`config.mk`:
```
export PLATFORM = sky130hd
export DESIGN_NAME = cangs_top
export DESIGN_NICKNAME = d
export VERILOG_FILES = /design/src/hw/cangs_pkg.sv /design/src/hw/cangs_top.sv /design/src/hw/cangs_err_latch.sv
export SDC_FILE = /design/constraint.sdc
export NUM_CORES = 1
export LEC_CHECK = 0
export ABC_AREA = 1
export BUFFER_PORTS_ARGS = -buffer_cell sky130_fd_sc_hd__buf_4
export CAP_MARGIN = 20
export CELL_PAD_IN_SITES_DETAIL_PLACEMENT = 1
export CELL_PAD_IN_SITES_GLOBAL_PLACEMENT = 1
export CORE_MARGIN = 1.5
export CORE_UTILIZATION = 33
export DETAILED_ROUTE_END_ITERATION = 16
export PLACE_DENSITY_LB_ADDON = 0.1
export SLEW_MARGIN = 20
export SYNTH_ARGS = -nofsm -noshare
export SYNTH_HDL_FRONTEND = slang
export SYNTH_SLANG_ARGS = --single-unit
export TNS_END_PERCENT = 5
```
`constraint.sdc`:
```
create_clock -name clk -period 1.3 [get_ports clk]
set_input_delay 0.065 -clock clk [delete_from_list [all_inputs] [get_ports clk]]
set_output_delay 0.065 -clock clk [all_outputs]
set_load 0.1 [all_outputs]
```
`src/hw/cangs_pkg.sv`:
```
// Package: register map, field positions, reset values and timing of the CAN global status block
`default_nettype none
package cangs_pkg;
    // Register offsets in the special-function-register space
    localparam logic [7:0] CANGS_GIT_ADDR  = 8'h9B;
    localparam logic [7:0] CANGS_GSTA_ADDR = 8'hAA;
    // Status register field positions
    localparam int CANGS_STA_OVL_BIT     = 6;
    localparam int CANGS_STA_TXACT_BIT   = 4;
    localparam int CANGS_STA_RXACT_BIT   = 3;
    localparam int CANGS_STA_RUN_BIT     = 2;
    localparam int CANGS_STA_BUSOFF_BIT  = 1;
    localparam int CANGS_STA_PASSIVE_BIT = 0;
    // Interrupt flag register field positions
    localparam int CANGS_GIT_ANY_BIT   = 7;
    localparam int CANGS_GIT_TWRAP_BIT = 5;
    localparam int CANGS_GIT_OVRB_BIT  = 4;
    localparam int CANGS_GIT_STUFF_BIT = 3;
    localparam int CANGS_GIT_CRC_BIT   = 2;
    localparam int CANGS_GIT_FORM_BIT  = 1;
    localparam int CANGS_GIT_ACK_BIT   = 0;
    // Reset values
    localparam logic [7:0] CANGS_GSTA_RESET = 8'h00;
    localparam logic [7:0] CANGS_GIT_RESET  = 8'h00;
    // Value returned for reserved bits
    localparam logic       CANGS_RSVD_VAL   = 1'b0;
    // Controller clock periods needed before the protocol machine runs
    localparam logic [1:0] CANGS_START_CYC  = 2'h2;
    // CAN timer limits
    localparam logic [15:0] CANGS_TMR_MAX   = 16'hFFFF;
    localparam logic [15:0] CANGS_TMR_ZERO  = 16'h0000;
    // Fault confinement states
    typedef enum logic [2:0] {
        CANGS_FC_ACTIVE  = 3'b001,
        CANGS_FC_PASSIVE = 3'b010,
        CANGS_FC_BUSOFF  = 3'b100
    } cangs_fc_t;
    // Enable sequencer states
    typedef enum logic [2:0] {
        CANGS_EN_OFF   = 3'b001,
        CANGS_EN_START = 3'b010,
        CANGS_EN_ON    = 3'b100
    } cangs_en_t;
endpackage
`default_nettype wire

```
`src/hw/cangs_top.sv`:
```
// CAN global status and general interrupt flag registers
//
// Summary of operation
// - Overload bit high while sending own overload
// - Transmitter busy during frames or pending IFS
// - Enabled bit shows mode actually in force
// - Enabled bit lags run command four clocks when starting
// - Bit 7 is OR of all requests
// - Timer wrap flag on FFFF to 0000
// - Timer wrap requests only when enabled
// - Overrun flag bit4 set on full buffer
// - Form error latched on fixed field violation
// - Reserved bits read zero, write zero
// - Status register resets to zero
// - Interrupt flag register resets to zero
`default_nettype none
module cangs_top (
    input  wire logic        clk,            // Controller clock, 20 MHz
    input  wire logic        rst,            // Synchronous reset, active high
    input  wire logic [7:0]  sfrAddr,        // SFR address
    input  wire logic        sfrWr,          // SFR write strobe
    input  wire logic        sfrRd,          // SFR read strobe
    input  wire logic [7:0]  sfrWdata,       // SFR write data
    output logic      [7:0]  sfrRdata,       // SFR read data, registered
    input  wire logic        controllerRunEnable, // Requested run mode
    input  wire logic        ovlSending,     // Own overload frame on bus
    input  wire logic        txFrame,        // Transmitter drives a frame or ack
    input  wire logic        txPending,      // Frame waiting during IFS
    input  wire logic        inIfs,          // Interframe spacing in progress
    input  wire logic        rxFrame,        // Receiver acquiring or monitoring
    input  wire logic [1:0]  faultState,     // 0 active, 1 passive, 2/3 bus-off
    input  wire logic [15:0] canTimer,       // Free running CAN timer value
    input  wire logic        timerWrapIrqEnable, // Timer wrap enable, extended enable register
    input  wire logic        bufferFull,     // Reception buffer became full
    input  wire logic        stuffErr,       // Six equal bits seen
    input  wire logic        crcErr,         // CRC mismatch
    input  wire logic        formErr,        // Fixed form field violated
    input  wire logic        ackErr,         // Recessive ack slot
    input  wire logic        otherIrq,       // Other controller interrupt requests
    input  wire logic        errIrqEnable,   // General error interrupt enable
    input  wire logic        bufIrqEnable,   // Buffer interrupt enable
    output logic      [7:0]  canGlobalStatus,          // Status image
    output logic      [7:0]  canGlobalInterruptFlags,  // Flag image
    output logic             anyIrqPending   // Request to interrupt controller
);
    logic [15:0] tmrPrev_r;          // Timer value of previous cycle
    logic        tmrValid_r;         // Previous timer value is meaningful
    logic [1:0]  startCnt_r;         // Start delay counter
    cangs_pkg::cangs_en_t enState_r; // Enable sequencer state
    logic        enabled;            // Mode in force
    logic [5:0]  setEvt;             // Flag set events
    logic [5:0]  flags;              // Latched flags
    logic        gitWr;              // Write to flag register
    logic        irqAny;             // Combined request
    logic        twrapEvt;           // Timer rollover seen
    logic        busOff;             // Bus-off decode
    logic        errPassive;         // Error passive decode

    // Decode a confinement code into its state
    function automatic cangs_pkg::cangs_fc_t fcDecode(input logic [1:0] code);
        if (code[1]) begin
            return cangs_pkg::CANGS_FC_BUSOFF;
        end else if (code[0]) begin
            return cangs_pkg::CANGS_FC_PASSIVE;
        end else begin
            return cangs_pkg::CANGS_FC_ACTIVE;
        end
    endfunction

    assign busOff     = (fcDecode(faultState) == cangs_pkg::CANGS_FC_BUSOFF);
    assign errPassive = (fcDecode(faultState) == cangs_pkg::CANGS_FC_PASSIVE);

    // Enable sequencer: run command reaches the status after four clocks
    always_ff @(posedge clk) begin
        if (rst) begin
            enState_r  <= cangs_pkg::CANGS_EN_OFF;
            startCnt_r <= 2'h0;
        end else begin
            unique case (enState_r)
                cangs_pkg::CANGS_EN_OFF: begin
                    if (controllerRunEnable) begin
                        enState_r  <= cangs_pkg::CANGS_EN_START;
                        startCnt_r <= 2'h1;
                    end
                end
                cangs_pkg::CANGS_EN_START: begin
                    // Abort if the request is dropped
                    if (!controllerRunEnable) begin
                        enState_r <= cangs_pkg::CANGS_EN_OFF;
                    end else if (startCnt_r == cangs_pkg::CANGS_START_CYC) begin
                        enState_r <= cangs_pkg::CANGS_EN_ON;
                    end else begin
                        startCnt_r <= startCnt_r + 2'h1;
                    end
                end
                cangs_pkg::CANGS_EN_ON: begin
                    // Standby only once ongoing frame work has ended
                    if (!controllerRunEnable && !txFrame && !rxFrame) begin
                        enState_r <= cangs_pkg::CANGS_EN_OFF;
                    end
                end
                default: begin
                    enState_r <= cangs_pkg::CANGS_EN_OFF;
                end
            endcase
        end
    end

    assign enabled = (enState_r == cangs_pkg::CANGS_EN_ON);

    // Timer history for rollover detection
    always_ff @(posedge clk) begin
        if (rst) begin
            tmrPrev_r  <= 16'h0000;
            tmrValid_r <= 1'b0;
        end else begin
            tmrPrev_r  <= canTimer;
            tmrValid_r <= 1'b1;
        end
    end

    assign twrapEvt = tmrValid_r && (tmrPrev_r == cangs_pkg::CANGS_TMR_MAX)
                      && (canTimer == cangs_pkg::CANGS_TMR_ZERO);

    // Event vector in flag order: wrap, overrun, stuff, crc, form, ack
    assign setEvt = {twrapEvt, bufferFull, stuffErr, crcErr, formErr, ackErr};
    assign gitWr  = sfrWr && (sfrAddr == cangs_pkg::CANGS_GIT_ADDR);

    cangs_err_latch uFlags (
        .clk     (clk),
        .rst     (rst),
        .setEvt  (setEvt),
        .clrWr   (gitWr),
        .clrData (sfrWdata[5:0]),
        .flags   (flags)
    );

    // Combine gated requests with the other controller sources
    assign irqAny = (flags[5] && timerWrapIrqEnable)
                    || (flags[4] && bufIrqEnable)
                    || ((|flags[3:0]) && errIrqEnable)
                    || otherIrq;

    // Status register image, no interrupt from any status bit
    always_ff @(posedge clk) begin
        if (rst) begin
            canGlobalStatus <= cangs_pkg::CANGS_GSTA_RESET;
        end else begin
            canGlobalStatus[7] <= cangs_pkg::CANGS_RSVD_VAL;
            canGlobalStatus[5] <= cangs_pkg::CANGS_RSVD_VAL;
            canGlobalStatus[cangs_pkg::CANGS_STA_OVL_BIT] <= ovlSending;
            canGlobalStatus[cangs_pkg::CANGS_STA_TXACT_BIT] <= txFrame
                                                             || (inIfs && txPending);
            canGlobalStatus[cangs_pkg::CANGS_STA_RXACT_BIT] <= rxFrame;
            canGlobalStatus[cangs_pkg::CANGS_STA_RUN_BIT] <= enabled;
            canGlobalStatus[cangs_pkg::CANGS_STA_BUSOFF_BIT] <= busOff;
            canGlobalStatus[cangs_pkg::CANGS_STA_PASSIVE_BIT] <= errPassive;
        end
    end

    // Flag register image and interrupt output
    always_ff @(posedge clk) begin
        if (rst) begin
            canGlobalInterruptFlags <= cangs_pkg::CANGS_GIT_RESET;
            anyIrqPending           <= 1'b0;
        end else begin
            canGlobalInterruptFlags <= {irqAny, cangs_pkg::CANGS_RSVD_VAL, flags};
            anyIrqPending           <= irqAny;
        end
    end

    // Read data path; unmapped addresses return zero
    always_ff @(posedge clk) begin
        if (rst) begin
            sfrRdata <= 8'h00;
        end else if (sfrRd) begin
            unique case (sfrAddr)
                cangs_pkg::CANGS_GIT_ADDR:  sfrRdata <= canGlobalInterruptFlags;
                cangs_pkg::CANGS_GSTA_ADDR: sfrRdata <= canGlobalStatus;
                default:                    sfrRdata <= 8'h00;
            endcase
        end
    end
endmodule
`default_nettype wire

```
`src/hw/cangs_err_latch.sv`:
```
// Sticky error and event flag bank with software write-zero clear
`default_nettype none
module cangs_err_latch (
    input  wire logic       clk,
    input  wire logic       rst,
    input  wire logic [5:0] setEvt,
    input  wire logic       clrWr,
    input  wire logic [5:0] clrData,
    output logic      [5:0] flags
);
    // Set wins over a same-cycle clear; writing zero clears, one keeps
    always_ff @(posedge clk) begin
        if (rst) begin
            flags <= '0;
        end else if (clrWr) begin
            flags <= (flags & clrData) | setEvt;
        end else begin
            flags <= flags | setEvt;
        end
    end
endmodule
`default_nettype wire

```
==> flow_metrics.env <==
export IMPL_avgSynthCellArea_um2=7.24
export IMPL_status="finished clean"
export IMPL_root_buffer="clkbuf_8"
export IMPL_hpwl_um=3750
export IMPL_fin_crit_ps=1160
export IMPL_dp_slack_ps=119
export IMPL_cts_setup_buffers=0
export IMPL_wire_per_inst_um=11.6
export IMPL_yosysWarnings=0
export IMPL_num_vias=1910
export IMPL_crit_slowest_cell="dfxtp_1"
export IMPL_ys_seq_area_share_pct=49.8
export IMPL_globalRoute_totalOverflow=0
export IMPL_worst_setup_path_start_kind="register"
export IMPL_yosys_cell_types_count=22
export IMPL_ir_worst_vdd_v=0.000558
export IMPL_slew_violations=0
export IMPL_rsz0062_at_grt="false"
export IMPL_areaGrowthSynthToFinish_pct=47.0
export IMPL_firstDrtPassIters=4
export IMPL_max_freq_ghz=0.862
export IMPL_wl_um=5110
export IMPL_gp_congestion=0.732
export IMPL_final_util_pct=51.3
export IMPL_cts_tree="built"
export IMPL_crit_buf_inv=1
export IMPL_first_iter_violations=38
export IMPL_path_cells="inv_1 > ha_1 > nor2_2 > nand2_2 > o21ai_0 > nor2_1"
export IMPL_yosysTopAreaCell="dfxtp_1"
export IMPL_synth_area_mm2=0.00197
export IMPL_die_area_mm2=0.00644
export IMPL_yosysTopAreaCellShare_pct=49.8
export IMPL_grt_pass1_wl_um=8460
export IMPL_start_util_pct=34.9
export IMPL_setup_viol=0
export IMPL_critPathMaxStageDelay_ps=340
export IMPL_worstHoldPathType="input pin to register"
export IMPL_hold_viol=0
export IMPL_clk_pin_slew_ps=90
export IMPL_crit_type="register to register"
export IMPL_worst_clock_skew_ps=5.94
export IMPL_antenna_found_initial=0
export IMPL_track_usage_pct=17.1
export IMPL_powerDensity_mw_per_mm2=1180
export IMPL_cap_violations=0
export IMPL_grt_max_degree=25
export IMPL_ctsLongestPathBuffers=2
export IMPL_pwr_share_seq_pct=47.7
export IMPL_p_int_mw=2.40
export IMPL_cp_end_kind="register"
export IMPL_arrival_ps=1360
export IMPL_nets=422
export IMPL_syn_instance_count=272
export IMPL_combPwrFrac_pct=21.9
export IMPL_p_sw_mw=1.01
export IMPL_ant_nets=0
export IMPL_numCtsBuffers=5
export IMPL_critical_path_top_delay_family="flip-flops"
export IMPL_clk_latency_ps=290
export IMPL_swShare_pct=29.6
export IMPL_rows=27
export IMPL_grt_pass1_vias=1921
export IMPL_drcViolationCount=0
export IMPL_yosys_top_cells_area="dfxtp_1 50%, nor2_1 10%, nand2_1 10%"
export IMPL_io_pins=78
export IMPL_layout_drive_gt1_share_pct=24.7
export IMPL_p_leak_nw=1.51
export IMPL_port_buffers=72
export IMPL_crit_fanout=6
export IMPL_die_h_um=80.3
export IMPL_fp_coreArea_mm2=0.00564
export IMPL_worstPathRequired_ps=1500
export IMPL_setup_ws_ps=140
export IMPL_clock_sinks=49
export IMPL_ys_seq_elements=49
export IMPL_via_per_inst=4.34
export IMPL_n_antenna_cell=0
export IMPL_post_route_period_util_pct=89.2
export IMPL_chipWidth_um=80.3
export IMPL_ctsHtreeMaxLevel=2
export IMPL_p_clk_share_pct=30.4
-- power groups by stage --
stage / combinational (mW) / sequential [mW] / clock [mW]
after global routing: 0.802 / 1.64 / 1.14
after detailed placement: 0.694 / 1.66 / 0
after global placement: 0.683 / 1.66 / 0
final: 0.747 / 1.63 / 1.04
after CTS: 0.750 / 1.63 / 1.07
after floorplan: 0.241 / 1.89 / 0
-- synthesized netlist by cell type (all sizes together) --
library cell and count:
conb 1, nor2 59, buf 10, clkbuf 1, nand4 3, o21ai 8
a21boi 1, a21oi 9, nor3 1, ha 1, inv 50, nand2 56
nand3 22, dfxtp 49, nand3b 1
-- worst min-delay path: stages --
cell and delay, ps:
buf_4 90, a21oi_1 30, nor2_1 80
-- final timing paths --
path / startpoint / to / slack [ps] / depth (start not counted)
setup / recovery: startCnt_r[0]$_SDFFE_PP0P_ / startCnt_r[0]$_SDFFE_PP0P_ / 140 / 6
hold reg to reg: uFlags.flags[5]$_SDFF_PP0_ / canGlobalInterruptFlags[5]$_SDFF_PP0_ / 450 / 2
setup reg to reg: startCnt_r[0]$_SDFFE_PP0P_ / startCnt_r[0]$_SDFFE_PP0P_ / 140 / 6
hold / removal: txFrame / canGlobalStatus[4]$_SDFF_PP0_ / 5 / 3
-- metal layers --
layer	up-vias	global-route usage, %	share of wire [%]
met3	5	3.07	3.9
met1	866	19.9	44
li1	993	-	-
met4	0	6.55	1.3
met2	46	30.9	51
met5	-	0	0
-- cells in the final DEF (no fill, tap or decap), types with 3 or more instances in the layout --
| cell | netlist | routed |
|---|---|---|
| inv_1 | 50 | 50 |
| conb_1 | 1 | 3 |
| nand3_1 | 22 | 22 |
| nor2_1 | 55 | 54 |
| dfxtp_1 | 49 | 48 |
| nand4_1 | 3 | 3 |
| buf_4 | 5 | 75 |
| o21ai_0 | 8 | 8 |
| dlygate4sd3_1 | 0 | 23 |
| clkbuf_8 | 0 | 5 |
| nand2_1 | 53 | 53 |
| a21oi_1 | 9 | 9 |
-- cell families after synthesis --
kind of cell | Yosys count | synth area share, %
buffers and inverters | 61 | 13.2
AOI/OAI and AO/OA | 18 | 4.70
adders and majority gates | 1 | 0.635
other | 1 | 0.190
and+or+nand+nor | 142 | 31.4
DFF | 49 | 49.8
-- stage by stage --
step           power, mW  cells  hold WS [ps]  setup TNS [ps]  instance area, um2
5_1_grt             3.58    440          11.3               0                2900
6_report            3.41    440          4.69               0                2900
3_3_place_gp        2.34    410           265               0                2560
3_5_place_dp        2.36    410           267               0                2560
4_1_cts             3.45    440          2.63               0                2890
2_1_floorplan       2.13    274           172           -90.3                1980
-- flip-flops by register name, indices dropped and copies added (netlist names) --
name / cells
canGlobalInterruptFlags: 7
canGlobalStatus: 6
enState_r: 3
sfrRdata: 8
startCnt_r: 2
tmrPrev_r: 16
tmrValid_r: 1
uFlags.flags: 6
-- what timing repair did --
| item | in CTS | in global routing |
|---|---|---|
| resized for setup | 0 | 1 |
| endpoints found under the setup margin | 0 | 1 |
| hold endpoints to repair | 23 | 0 |
| hold buffers | 23 | 0 |
-- final cells by class --
cell class,instances,area [um2]
inverters,50,188
flip-flops and latches,49,982
repair buffers,98,793
fillers,727,2750
multi-input cells,164,738
clock inverters,2,35.0
well taps,72,90.1
clock buffers,5,68.8
(Power assumes the default switching activity.)
